File: config.mk
export PLATFORM = sky130hd
export DESIGN_NAME = srm_regs
export DESIGN_NICKNAME = d
export VERILOG_FILES = /design/src/common/srm_pkg.sv /design/src/common/srm_ref_if.sv /design/src/hw/srm_ref_path.sv /design/src/hw/srm_regs.sv
export SDC_FILE = /design/constraint.sdc
export NUM_CORES = 1
export LEC_CHECK = 0
export BUFFER_PORTS_ARGS = -buffer_cell sky130_fd_sc_hd__buf_2
export CORE_AREA = 2 2 121 123
export CTS_BUF_LIST = sky130_fd_sc_hd__clkbuf_4
export CTS_CLUSTER_SIZE = 28
export DETAILED_ROUTE_END_ITERATION = 10
export DIE_AREA = 0 0 123 125
export PLACE_DENSITY = 0.73
export SLEW_MARGIN = 0
export SYNTH_ARGS = -nofsm -noshare
export SYNTH_HDL_FRONTEND = slang
export SYNTH_SLANG_ARGS = --single-unit
File: constraint.sdc
create_clock -name mclk_i -period 3.81 [get_ports mclk_i]
set_input_delay 0 -clock mclk_i [delete_from_list [all_inputs] [get_ports mclk_i]]
set_output_delay 0 -clock mclk_i [all_outputs]
set_load 0.01 [all_outputs]
File: src/common/srm_pkg.sv
// Constants, register map and enumerations for the synthesizer reference and monitor registers
package srm_pkg;
    // Serial frame: read/write flag, 15-bit address, 8-bit data, MSB first
    localparam int ADDR_W = 15;
    localparam int DATA_W = 8;
    localparam int CNT_W = 5;
    localparam int COEF_W = 16;
    localparam logic [4:0] HEAD_LEN = 5'h10;
    localparam logic [4:0] FRAME_LEN = 5'h18;
    localparam int RW_BIT = 15;

    // Register addresses
    localparam logic [14:0] ADDR_REF_DIV = 15'h001F;
    localparam logic [14:0] ADDR_MON_CTRL = 15'h0020;
    localparam logic [14:0] ADDR_REF_IN = 15'h0022;
    localparam logic [14:0] ADDR_TRK_CTRL = 15'h0023;
    localparam logic [14:0] ADDR_OUT_DIV = 15'h0024;
    localparam logic [14:0] ADDR_COEF_LO = 15'h0070;
    localparam logic [14:0] ADDR_COEF_HI = 15'h0071;

    // Reset values
    localparam logic [7:0] RST_REF_DIV = 8'h01;
    localparam logic [7:0] RST_MON_CTRL = 8'h14;
    localparam logic [7:0] RST_REF_IN = 8'h00;
    localparam logic [7:0] RST_TRK_CTRL = 8'h00;
    localparam logic [7:0] RST_OUT_DIV = 8'h80;
    localparam logic [7:0] RST_COEF = 8'h00;

    // Writable bits; reserved bits are never stored and read as zero
    localparam logic [7:0] MASK_REF_DIV = 8'h1F;
    localparam logic [7:0] MASK_MON_CTRL = 8'hFC;
    localparam logic [7:0] MASK_REF_IN = 8'h70;
    localparam logic [7:0] MASK_TRK_CTRL = 8'h32;
    localparam logic [7:0] MASK_OUT_DIV = 8'hF0;
    localparam logic [7:0] MASK_COEF = 8'hFF;

    // Field positions
    localparam int R_WORD_HI = 4;
    localparam int MON_SEL_HI = 7;
    localparam int MON_SEL_LO = 4;
    localparam int MON_EN_BIT = 3;
    localparam int MON_LEV_BIT = 2;
    localparam int REF_TYPE_BIT = 6;
    localparam int REF_FREQUENCY_DOUBLER_BIT = 5;
    localparam int REF_HALVE_BIT = 4;
    localparam int CLK_DIV_HI = 5;
    localparam int CLK_DIV_LO = 4;
    localparam int TRK_SRC_BIT = 1;
    localparam int OUT_DIV_HI = 7;
    localparam int OUT_DIV_LO = 4;

    // Synchronised pin indices
    localparam int PIN_W = 9;
    localparam int PIN_LOCK = 0;
    localparam int PIN_UP = 1;
    localparam int PIN_DN = 2;
    localparam int PIN_OSC = 3;
    localparam int PIN_CAL_REF = 4;
    localparam int PIN_CAL_FB = 5;
    localparam int PIN_FB = 6;
    localparam int PIN_REF = 7;
    localparam int PIN_HOLD = 8;

    // Monitor pin selections
    typedef enum logic [3:0] {
        MON_HIZ = 4'h0,
        MON_LOCK = 4'h1,
        MON_PUMP_UP = 4'h2,
        MON_PUMP_DN = 4'h3,
        MON_REF_HALF = 4'h4,
        MON_FB_HALF = 4'h5,
        MON_OSC_TEST = 4'h6,
        MON_RSVD = 4'h7,
        MON_HIGH = 4'h8,
        MON_CAL_REF = 4'h9,
        MON_CAL_FB = 4'hA
    } srm_mon_sel_type;

    // Serial frame states
    typedef enum logic [1:0] {
        SPI_IDLE = 2'b00,
        SPI_HEAD = 2'b01,
        SPI_DATA = 2'b10,
        SPI_DONE = 2'b11
    } srm_spi_state_type;
endpackage : srm_pkg

File: src/common/srm_ref_if.sv
// Carrier between the register logic and the reference path
`timescale 1ns/10ps
interface srm_ref_if;
    logic ref_level;
    logic doubler_en;
    logic halve_en;
    logic hold;
    logic [4:0] r_word;
    logic pfd_clk;
    logic ref_half;

    modport ctrl (output ref_level, output doubler_en, output halve_en, output hold, output r_word,
                  input pfd_clk, input ref_half);
    modport path (input ref_level, input doubler_en, input halve_en, input hold, input r_word,
                  output pfd_clk, output ref_half);
endinterface : srm_ref_if

File: src/hw/srm_ref_path.sv
// Reference path: optional doubler, reference counter, optional halving stage
`timescale 1ns/10ps
module srm_ref_path (
    input wire logic mclk_i,
    input wire logic rst_i,
    srm_ref_if.path rif
);
    typedef struct packed {
        logic ref_d;
        logic [4:0] cnt;
        logic half;
        logic phase_freq_detector;
    } srm_path_state_type;

    srm_path_state_type st;
    srm_path_state_type next_st;

    assign rif.pfd_clk = st.phase_freq_detector;
    assign rif.ref_half = st.half;

    // Doubler feeds the counter, counter feeds the halving stage
    always_comb begin
        logic pulse;
        logic terminal;
        logic [4:0] limit;
        pulse = 1'b0;
        terminal = 1'b0;
        limit = 5'h01;
        next_st = st;
        next_st.ref_d = rif.ref_level;
        // Both edges count when doubling, so the counter sees twice the reference rate
        pulse = (rif.ref_level & ~st.ref_d) | (rif.doubler_en & ~rif.ref_level & st.ref_d);
        // A zero count word would wrap and divide by 32; treat it as divide by one
        limit = (rif.r_word == 5'h00) ? 5'h01 : rif.r_word;
        if (rif.hold) begin
            next_st.cnt = 5'h00;
            next_st.half = 1'b0;
            next_st.phase_freq_detector = 1'b0;
        end else begin
            if (pulse) begin
                if (st.cnt == limit - 5'h01) begin
                    next_st.cnt = 5'h00;
                    terminal = 1'b1;
                end else begin
                    next_st.cnt = st.cnt + 5'h01;
                end
            end
            if (terminal) begin
                next_st.half = ~st.half;
            end
            // Toggling gives an even duty cycle; without it the detector sees one-cycle pulses
            if (rif.halve_en) begin
                next_st.phase_freq_detector = terminal ? ~st.phase_freq_detector : st.phase_freq_detector;
            end else begin
                next_st.phase_freq_detector = terminal;
            end
        end
    end

    // State register
    always_ff @(posedge mclk_i or posedge rst_i) begin
        if (rst_i) begin
            st <= '0;
        end else begin
            st <= next_st;
        end
    end
endmodule : srm_ref_path

File: src/hw/srm_regs.sv
// Serial-port register bank for reference path, monitor pin and tracking filter source
//
// Notes on behaviour
// Five-bit reference count word, resets to one
// Four-bit selector picks monitor pin source
// High impedance only while monitor disabled
// Monitor disabled: pin carries serial read data
// Monitor enabled: pin carries selected signal
// Software keeps monitor disabled for reads
// Level bit picks 1.8 V or 3.3 V
// Bit 6 picks single-ended or differential input
// Bit 5 enables the reference doubler
// Bit 4 enables the reference halving stage
// Halving stage gives even duty cycle
// Source bit zero: automatic filter coefficients
// Source bit one: coefficients from two registers
// Hold bit resets feedback and reference counters
// Doubler, then counter, then halving stage
`timescale 1ns/10ps
module srm_regs (
    input wire logic mclk_i,
    input wire logic rst_i,
    input wire logic spi_sclk_i,
    input wire logic spi_cs_n_i,
    input wire logic spi_sdi_i,
    output logic muxout_o,
    output logic muxout_oe_n_o,
    output logic monitor_logic_level_o,
    input wire logic ref_clk_i,
    input wire logic divider_hold_reset_i,
    input wire logic lock_detect_i,
    input wire logic pump_up_i,
    input wire logic pump_dn_i,
    input wire logic osc_test_i,
    input wire logic cal_ref_band_i,
    input wire logic cal_fb_band_i,
    input wire logic fb_div_i,
    input wire logic [15:0] auto_coef_i,
    output logic [15:0] track_coef_o,
    output logic ref_input_type_o,
    output logic pfd_clk_o,
    output logic [3:0] fb_div_sel_o,
    output logic [1:0] clk_div_mode_o
);
    typedef struct packed {
        logic cs_s1;
        logic cs_s2;
        logic sck_s1;
        logic sck_s2;
        logic sck_s3;
        logic sdi_s1;
        logic sdi_s2;
        logic [srm_pkg::PIN_W-1:0] pin_s1;
        logic [srm_pkg::PIN_W-1:0] pin_s2;
        logic fb_d;
        logic fb_half;
        srm_pkg::srm_spi_state_type state;
        logic [4:0] bitcnt;
        logic [23:0] shreg;
        logic is_read;
        logic [7:0] tx;
        logic sdo;
        logic [7:0] ref_div;
        logic [7:0] mon_ctrl;
        logic [7:0] ref_in;
        logic [7:0] trk_ctrl;
        logic [7:0] out_div;
        logic [7:0] coef_lo;
        logic [7:0] coef_hi;
        logic mux_pin;
        logic mux_oe_n;
        logic [15:0] coef_out;
        logic pfd_out;
    } srm_regs_state_type;

    srm_regs_state_type st;
    srm_regs_state_type next_st;
    srm_ref_if rif ();

    // Reference path configuration from the registers; reference level and hold from the synchronised pins
    assign rif.ref_level = st.pin_s2[srm_pkg::PIN_REF];
    assign rif.doubler_en = st.ref_in[srm_pkg::REF_FREQUENCY_DOUBLER_BIT];
    assign rif.halve_en = st.ref_in[srm_pkg::REF_HALVE_BIT];
    assign rif.hold = st.pin_s2[srm_pkg::PIN_HOLD];
    assign rif.r_word = st.ref_div[srm_pkg::R_WORD_HI:0];

    srm_ref_path u_path (
        .mclk_i(mclk_i),
        .rst_i(rst_i),
        .rif(rif.path)
    );

    // Outputs, each from a register bit
    assign muxout_o = st.mux_pin;
    assign muxout_oe_n_o = st.mux_oe_n;
    assign monitor_logic_level_o = st.mon_ctrl[srm_pkg::MON_LEV_BIT];
    assign ref_input_type_o = st.ref_in[srm_pkg::REF_TYPE_BIT];
    assign track_coef_o = st.coef_out;
    assign pfd_clk_o = st.pfd_out;
    assign fb_div_sel_o = st.out_div[srm_pkg::OUT_DIV_HI:srm_pkg::OUT_DIV_LO];
    assign clk_div_mode_o = st.trk_ctrl[srm_pkg::CLK_DIV_HI:srm_pkg::CLK_DIV_LO];

    // Serial decode, register update and monitor pin steering
    always_comb begin
        logic rise;
        logic fall;
        logic [23:0] nshift;
        logic [14:0] raddr;
        logic [7:0] rd;
        logic [7:0] wd;
        logic [14:0] waddr;
        rise = 1'b0;
        fall = 1'b0;
        nshift = '0;
        raddr = '0;
        rd = 8'h00;
        wd = 8'h00;
        waddr = '0;
        next_st = st;

        // Two-stage synchronisers; logic reads the second stage, and the serial clock's third stage for edge detection
        next_st.cs_s1 = spi_cs_n_i;
        next_st.cs_s2 = st.cs_s1;
        next_st.sck_s1 = spi_sclk_i;
        next_st.sck_s2 = st.sck_s1;
        next_st.sck_s3 = st.sck_s2;
        next_st.sdi_s1 = spi_sdi_i;
        next_st.sdi_s2 = st.sdi_s1;
        next_st.pin_s1 = {divider_hold_reset_i, ref_clk_i, fb_div_i, cal_fb_band_i, cal_ref_band_i,
                          osc_test_i, pump_dn_i, pump_up_i, lock_detect_i};
        next_st.pin_s2 = st.pin_s1;

        // Feedback halving for the monitor, held while the counters are held
        next_st.fb_d = st.pin_s2[srm_pkg::PIN_FB];
        if (st.pin_s2[srm_pkg::PIN_HOLD]) begin
            next_st.fb_half = 1'b0;
        end else if (st.pin_s2[srm_pkg::PIN_FB] & ~st.fb_d) begin
            next_st.fb_half = ~st.fb_half;
        end

        rise = st.sck_s2 & ~st.sck_s3;
        fall = ~st.sck_s2 & st.sck_s3;
        nshift = {st.shreg[22:0], st.sdi_s2};
        raddr = nshift[srm_pkg::ADDR_W-1:0];
        wd = nshift[srm_pkg::DATA_W-1:0];
        waddr = nshift[srm_pkg::ADDR_W+srm_pkg::DATA_W-1:srm_pkg::DATA_W];

        // Read data selection; unmapped addresses read as zero
        if (raddr == srm_pkg::ADDR_REF_DIV) begin
            rd = st.ref_div;
        end else if (raddr == srm_pkg::ADDR_MON_CTRL) begin
            rd = st.mon_ctrl;
        end else if (raddr == srm_pkg::ADDR_REF_IN) begin
            rd = st.ref_in;
        end else if (raddr == srm_pkg::ADDR_TRK_CTRL) begin
            rd = st.trk_ctrl;
        end else if (raddr == srm_pkg::ADDR_OUT_DIV) begin
            rd = st.out_div;
        end else if (raddr == srm_pkg::ADDR_COEF_LO) begin
            rd = st.coef_lo;
        end else if (raddr == srm_pkg::ADDR_COEF_HI) begin
            rd = st.coef_hi;
        end else begin
            rd = 8'h00;
        end

        // Frame sequencer; raising chip select abandons any partial frame
        if (st.cs_s2) begin
            next_st.state = srm_pkg::SPI_IDLE;
            next_st.bitcnt = 5'h00;
            next_st.is_read = 1'b0;
            next_st.sdo = 1'b0;
        end else begin
            case (st.state)
                srm_pkg::SPI_IDLE: begin
                    next_st.state = srm_pkg::SPI_HEAD;
                    next_st.bitcnt = 5'h00;
                end
                srm_pkg::SPI_HEAD: begin
                    if (rise) begin
                        next_st.shreg = nshift;
                        next_st.bitcnt = st.bitcnt + 5'h01;
                        if (st.bitcnt == srm_pkg::HEAD_LEN - 5'h01) begin
                            next_st.state = srm_pkg::SPI_DATA;
                            next_st.is_read = nshift[srm_pkg::RW_BIT];
                            next_st.tx = rd;
                        end
                    end
                end
                srm_pkg::SPI_DATA: begin
                    if (fall && st.is_read) begin
                        next_st.sdo = st.tx[7];
                        next_st.tx = {st.tx[6:0], 1'b0};
                    end
                    if (rise) begin
                        next_st.shreg = nshift;
                        next_st.bitcnt = st.bitcnt + 5'h01;
                        if (st.bitcnt == srm_pkg::FRAME_LEN - 5'h01) begin
                            next_st.state = srm_pkg::SPI_DONE;
                            // Writes land only on the last data bit; reserved bits are masked off
                            if (!nshift[srm_pkg::RW_BIT + srm_pkg::DATA_W]) begin
                                if (waddr == srm_pkg::ADDR_REF_DIV) begin
                                    next_st.ref_div = wd & srm_pkg::MASK_REF_DIV;
                                end else if (waddr == srm_pkg::ADDR_MON_CTRL) begin
                                    next_st.mon_ctrl = wd & srm_pkg::MASK_MON_CTRL;
                                end else if (waddr == srm_pkg::ADDR_REF_IN) begin
                                    next_st.ref_in = wd & srm_pkg::MASK_REF_IN;
                                end else if (waddr == srm_pkg::ADDR_TRK_CTRL) begin
                                    next_st.trk_ctrl = wd & srm_pkg::MASK_TRK_CTRL;
                                end else if (waddr == srm_pkg::ADDR_OUT_DIV) begin
                                    next_st.out_div = wd & srm_pkg::MASK_OUT_DIV;
                                end else if (waddr == srm_pkg::ADDR_COEF_LO) begin
                                    next_st.coef_lo = wd & srm_pkg::MASK_COEF;
                                end else if (waddr == srm_pkg::ADDR_COEF_HI) begin
                                    next_st.coef_hi = wd & srm_pkg::MASK_COEF;
                                end
                            end
                        end
                    end
                end
                default: begin
                    // Extra clocks after a full frame are ignored
                    next_st.state = srm_pkg::SPI_DONE;
                end
            endcase
        end

        // Monitor pin: selected source when enabled, else serial read data
        if (st.mon_ctrl[srm_pkg::MON_EN_BIT]) begin
            next_st.mux_oe_n = 1'b0;
            case (st.mon_ctrl[srm_pkg::MON_SEL_HI:srm_pkg::MON_SEL_LO])
                srm_pkg::MON_HIZ: next_st.mux_pin = 1'b0;
                srm_pkg::MON_LOCK: next_st.mux_pin = st.pin_s2[srm_pkg::PIN_LOCK];
                srm_pkg::MON_PUMP_UP: next_st.mux_pin = st.pin_s2[srm_pkg::PIN_UP];
                srm_pkg::MON_PUMP_DN: next_st.mux_pin = st.pin_s2[srm_pkg::PIN_DN];
                srm_pkg::MON_REF_HALF: next_st.mux_pin = rif.ref_half;
                srm_pkg::MON_FB_HALF: next_st.mux_pin = st.fb_half;
                srm_pkg::MON_OSC_TEST: next_st.mux_pin = st.pin_s2[srm_pkg::PIN_OSC];
                srm_pkg::MON_HIGH: next_st.mux_pin = 1'b1;
                srm_pkg::MON_CAL_REF: next_st.mux_pin = st.pin_s2[srm_pkg::PIN_CAL_REF];
                srm_pkg::MON_CAL_FB: next_st.mux_pin = st.pin_s2[srm_pkg::PIN_CAL_FB];
                default: next_st.mux_pin = 1'b0;
            endcase
        end else begin
            // Released to high impedance outside the data phase of a read
            next_st.mux_pin = st.sdo;
            next_st.mux_oe_n = ~(st.is_read && (st.state == srm_pkg::SPI_DATA) && !st.cs_s2);
        end

        // Coefficient source select
        next_st.coef_out = st.trk_ctrl[srm_pkg::TRK_SRC_BIT] ? {st.coef_hi, st.coef_lo} : auto_coef_i;
        next_st.pfd_out = rif.pfd_clk;
    end

    // State register; chip select synchroniser idles deasserted
    always_ff @(posedge mclk_i or posedge rst_i) begin
        if (rst_i) begin
            st <= '0;
            st.cs_s1 <= 1'b1;
            st.cs_s2 <= 1'b1;
            st.mux_oe_n <= 1'b1;
            st.ref_div <= srm_pkg::RST_REF_DIV;
            st.mon_ctrl <= srm_pkg::RST_MON_CTRL;
            st.ref_in <= srm_pkg::RST_REF_IN;
            st.trk_ctrl <= srm_pkg::RST_TRK_CTRL;
            st.out_div <= srm_pkg::RST_OUT_DIV;
            st.coef_lo <= srm_pkg::RST_COEF;
            st.coef_hi <= srm_pkg::RST_COEF;
        end else begin
            st <= next_st;
        end
    end
endmodule : srm_regs

# Word level (Yosys, flattened, before mapping)
# Index checks and enable logic that the tools add are counted.
# word_totals
register_bits	131
out_inout_bits	27
input_bits	30
# op_classes
add_sub_neg	3
n_mux	53
eq_ne	37
n_reduce_logical	29
bitwise_logic	24
# ops
op	count
$mux W53	3
$eq A15 B6 Y1 const B	8
$mux W8	12
$eq A15 B7 Y1 const B	4
$mux W57	1
$mux W48	1
$pmux W23 S2	1
$mux W40	1
$mux W39	1
$mux W16	2
$mux W31	1
$eq A15 B5 Y1 const B	2
$mux W30	1
$mux W24	1
$mux W7	3
$mux W5	4
$mux W9	2
$reduce_bool A2 Y1	9
$not A1 Y1	17
$pmux W8 S2	1
$pmux W5 S3	1
$eq A4 B3 Y1 const B	3
$eq A4 B4 Y1 const B	3
$ne A3 B3 Y1 const B	4
other kinds (34)	60

# Longest topological paths before layout
# depth
ltp_word	13
depth_mapped	9

# By module
# A second synthesis with hierarchy kept.
# unflattened
hier_cells	494
hier_area_um2	5957.0
# modules_own_cells
module	instances	cells_each	area_each_um2	seq_area_each_um2
srm_regs	1	436	5420.2	3086.7
srm_ref_path	1	58	536.8	200.2

# Worst setup path before layout
# OpenSTA, ideal clock, no wires.
# synth_path
path_kind	reg-to-reg
startpoint	register st, in the netlist rif.r_word[4]
endpoint	register u_path.st[5] in the netlist's numbering
t_required_ps	3659
period_less_slack_ps	2374
path_slack_ps	1436
path_stages_with_launch	8
arrival_time_ps	2223
cell_sequence	dfrtp_1 nor4_1 nor2_1 ha_1 nand2b_1 a311o_1 a2111oi_0 nor3_1
# synth_between
elab_chain_len	7
# synth_rtl
item	line_no	source
start: declaration	srm_regs.sv:76	srm_regs_state_type st;
start signal: assignment	srm_regs.sv:270	st <= next_st;
$logic_not A5 Y1	srm_ref_path.sv:34	limit = (rif.r_word == 5'h00) ? 5'h01 : rif.r_word;
$mux W5 *	srm_ref_path.sv:34	
$sub A5 B1 Y5 *	srm_ref_path.sv:41	if (st.cnt == limit - 5'h01) begin
$eq A5 B5 Y1 *	srm_ref_path.sv:41	
$mux W5 *	srm_ref_path.sv:41	
$mux W5 *	srm_ref_path.sv:40	if (pulse) begin
$mux W7 *	srm_ref_path.sv:35	if (rif.hold) begin
end signal: assignment	srm_ref_path.sv:65	st <= next_st;
end: declaration	srm_ref_path.sv:15	srm_path_state_type st;
# Every way passes the cells marked *; elsewhere a longest branch is shown, timed or not. The select of a mux whose other input is x is not followed.
# A chain may end at the register's enable or synchronous reset.

# Worst setup path after layout
# layout_path
startpoint	register st[114] in the netlist's numbering
endpoint	register st, in the netlist rif.doubler_en
# layout_between
elab_chain_len	2
# layout_rtl
item	line_no	source
$eq A2 B2 Y1	srm_regs.sv:174	case (st.state)
$reduce_and A8 Y1 (no line)	n/a	
# No other way between the ends.

==> impl_metrics.py <==
metrics = {
    "clocking": {
        "clockRootBuffer": "clkbuf_4",
        "path_clk_slew_ns": 0.11,
        "cts_resized": 0,
        "clockBufferDepth": 2,
        "cts_hold_buffers": 29,
        "cts.htree.levels": 4,
        "clock_latency_ns": 0.57,
        "cts_setup_buffers": 0,
        "numCtsBuffers": 17,
        "cts.sinks": 131,
        "cts_tree": "yes",
    },
    "finish": {
        "area_delta_synth_final_pct": 14.3,
        "n_antenna_cell": 0,
        "layout.nets": 617,
        "fin_util": 0.492,
        "n_fill_cell": 1256,
        "drive_above_1_share": 0.324,
    },
    "critical_path": {
        "path_class": "reg2reg",
        "rr_worst_depth": 7,
        "setup.worst_path.end_class": "register",
        "crit_path_max_fanout": 17,
        "arrival_ns": 3.28,
        "worstPathRequired_ns": 4.26,
        "ff2ff_setup_slack_ns": 0.99,
        "r2r_start": "st[114]",
        "r2r_end": "rif.doubler_en",
        "cp-start-kind": "register",
    },
    "detailed_routing": {
        "antenna_left": 0,
        "drt_iter0_drc": 269,
        "vias": 4262,
        "avgRoutedWirePerCell_um": 16.4,
        "first_pass_iters": 5,
        "viasPerCell": 5.49,
        "drc": 0,
        "wl_mm": 12.8,
    },
    "pwr": {
        "cellPowerDensity_mw_per_mm2": 485,
        "ir_drop_v": 0.000181,
        "cellLeakagePower_nw": 3.15,
    },
    "timing": {
        "rsz0062_at_grt": "false",
        "tns_ns": 0,
        "fin_worst_skew_ns": 0.0202,
        "max_slew_margin": 0.460,
        "max_freq_ghz": 0.354,
        "worst_pin_slew_ns": 0.790,
        "drv_slew": 0,
        "setup_viol": 0,
        "layout_min_cycle_time_ns": 2.82,
        "finalHoldViolations": 0,
        "finalCritPeriodShare": 0.741,
    },
    "yosys": {
        "ys_seq_elements": 131,
        "syn_area_mm2": 0.00612,
        "synth-seq-area-share": 0.537,
        "synth_common_cells": "dfrtp_1, mux2_2, nor2_1",
        "synth_top_area_share": 0.507,
        "yosysWarnings": 0,
        "synth_area_leaders": "dfrtp_1, mux2_2, dfstp_2",
        "yosys.cell_count.top_type": "dfrtp_1",
        "post_synth_num_cell_types": 62,
        "syn_area_per_cell_um2": 11.9,
        "synth-async-reset-ratio": 1.00,
        "synth-edff-count": 0,
        "synth_top_area_cell": "dfrtp_1",
        "ys.flop_type": "dfrtp_1",
        "syn_nets": 553,
        "syn_inst": 515,
    },
    "floorplan": {
        "core_area_mm2": 0.0142,
        "dieArea_mm2": 0.0154,
        "die_w_um": 123,
        "initial_core_util": 0.431,
        "floorplan.die.height_um": 125,
        "ios": 57,
        "rows": 44,
    },
    "placement": {
        "dp_hpwl_mm": 8.76,
        "gp_routability_congestion": 0.879,
        "portBuffers": 56,
    },
    "grt": {
        "grt_pass1_vias": 4301,
        "grt_usage": 0.180,
        "grt_pass1_wl_mm": 21.4,
        "grt_max_degree": 65,
        "antenna_found_initial": 0,
        "grt_overflow_total": 0,
    },
    "status": {
        "status": "complete, no violations",
    },
    "flow_run": {
        "max_cap_viol_count": 0,
    },
    "worst_hold_path": {
        "min_from": "lock_detect_i",
        "whs_endpoint": "next_st[118]",
        "hp-class": "in2reg",
        "hold_path_depth": 2,
    },
}
[critical path, stage by stage, from the launching register on]
cell      delay [ns]
dfrtp_1         0.41
inv_1           0.11
ha_1            0.52
nand2b_1        0.13
nor4_1          0.42
nand4_1         0.25
nor3b_1         0.48
mux2_2          0.40
[stage by stage]
stage | hold WS, ns | power, mW | std cells | cell area [um^2] | worst slack, ns
finish | 0.0709 | 3.39 | 776 | 6990 | 0.988
global route | 0.0350 | 3.60 | 776 | 6990 | 0.809
CTS | 0.0258 | 3.41 | 776 | 6990 | 1.06
detailed placement | 0.106 | 2.44 | 715 | 6410 | 1.07
global placement | 0.107 | 2.41 | 715 | 6410 | 1.13
floorplan | 0.00448 | 2.27 | 515 | 6120 | 0.324
[registers in the layout, summed over array words and instances (netlist names)]
signal,count
u_path.rif.pfd_clk,1
rif.ref_level,1
rif.hold,1
fb_div_sel_o,4
clk_div_mode_o,2
muxout_o,1
u_path.rif.ref_half,1
rif.r_word,5
next_st,14
rif.doubler_en,1
rif.halve_en,1
st,73
muxout_oe_n_o,1
u_path.st,6
monitor_logic_level_o,1
pfd_clk_o,1
ref_input_type_o,1
track_coef_o,16
[worst max-delay path by stage]
stage / start / endpoint / slack, ns / cells past startpoint
global route: st[114] / clk_div_mode_o[1] / 0.81 / 7
CTS: st[114] / st[22] / 1.06 / 7
detailed placement: st[114] / st[22] / 1.07 / 7
finish: st[114] / rif.doubler_en / 0.99 / 7
floorplan: rst_i / clk_div_mode_o[0] / 0.32 / 1
global placement: st[114] / st[19] / 1.13 / 7
[final cells by class]
cell class              count  area (um^2)  area share
flip-flops and latches    131         3290       0.470
multi-input cells         326         2530       0.362
repair buffers             90          608      0.0869
well taps                 184          230      0.0329
clock inverters            14          154      0.0220
clock buffers              18          135      0.0193
inverters                  13         51.3     0.00733
[cells by family (layout without fill, tap and decap cells)]
| logic type | after synthesis | after routing | synth area share |
|---|---|---|---|
| buffers and inverters | 58 | 135 | 0.0501 |
| multiplexers | 83 | 83 | 0.152 |
| flip-flops | 131 | 131 | 0.537 |
| XOR/XNOR | 7 | 7 | 0.0100 |
| AND/OR/NAND/NOR | 155 | 155 | 0.157 |
| adder cells (fa/ha/maj) | 8 | 8 | 0.0164 |
| AO/OA/AOI/OAI | 73 | 73 | 0.0779 |
[layer usage]
layer | track usage | vias up | share of wire
li1 | - | 2003 | -
met1 | 0.240 | 2115 | 0.42
met4 | 0.0668 | 0 | 0.016
met2 | 0.285 | 124 | 0.51
met5 | 0 | - | 0
met3 | 0.0461 | 20 | 0.051
[power breakdown]
part	internal, mW	switching [mW]
Sequential	1.52	0.246
Clock	0.403	0.538
Combinational	0.317	0.363
[cells in the final DEF, fill, tap and decap left out, types with 6 or more instances in the layout]
| master | synthesis | layout |
|---|---|---|
| nand2_1 | 23 | 23 |
| a21oi_1 | 21 | 21 |
| nor2_1 | 27 | 27 |
| nor2b_1 | 8 | 8 |
| nand4_1 | 7 | 7 |
| nor4_1 | 9 | 9 |
| nand3_1 | 9 | 9 |
| nand3b_1 | 9 | 9 |
| clkbuf_4 | 0 | 18 |
| nor3_1 | 12 | 12 |
| o21ai_0 | 17 | 17 |
| buf_2 | 2 | 56 |
| nand2b_1 | 8 | 8 |
| dfrtp_1 | 124 | 124 |
| mux2_2 | 77 | 77 |
| dlygate4sd3_1 | 0 | 29 |
| inv_1 | 13 | 12 |
| or3_1 | 6 | 6 |
| mux2i_1 | 6 | 6 |
| ha_1 | 8 | 8 |
| dfstp_2 | 7 | 7 |
Note: power is estimated with default switching activity, not from simulation.
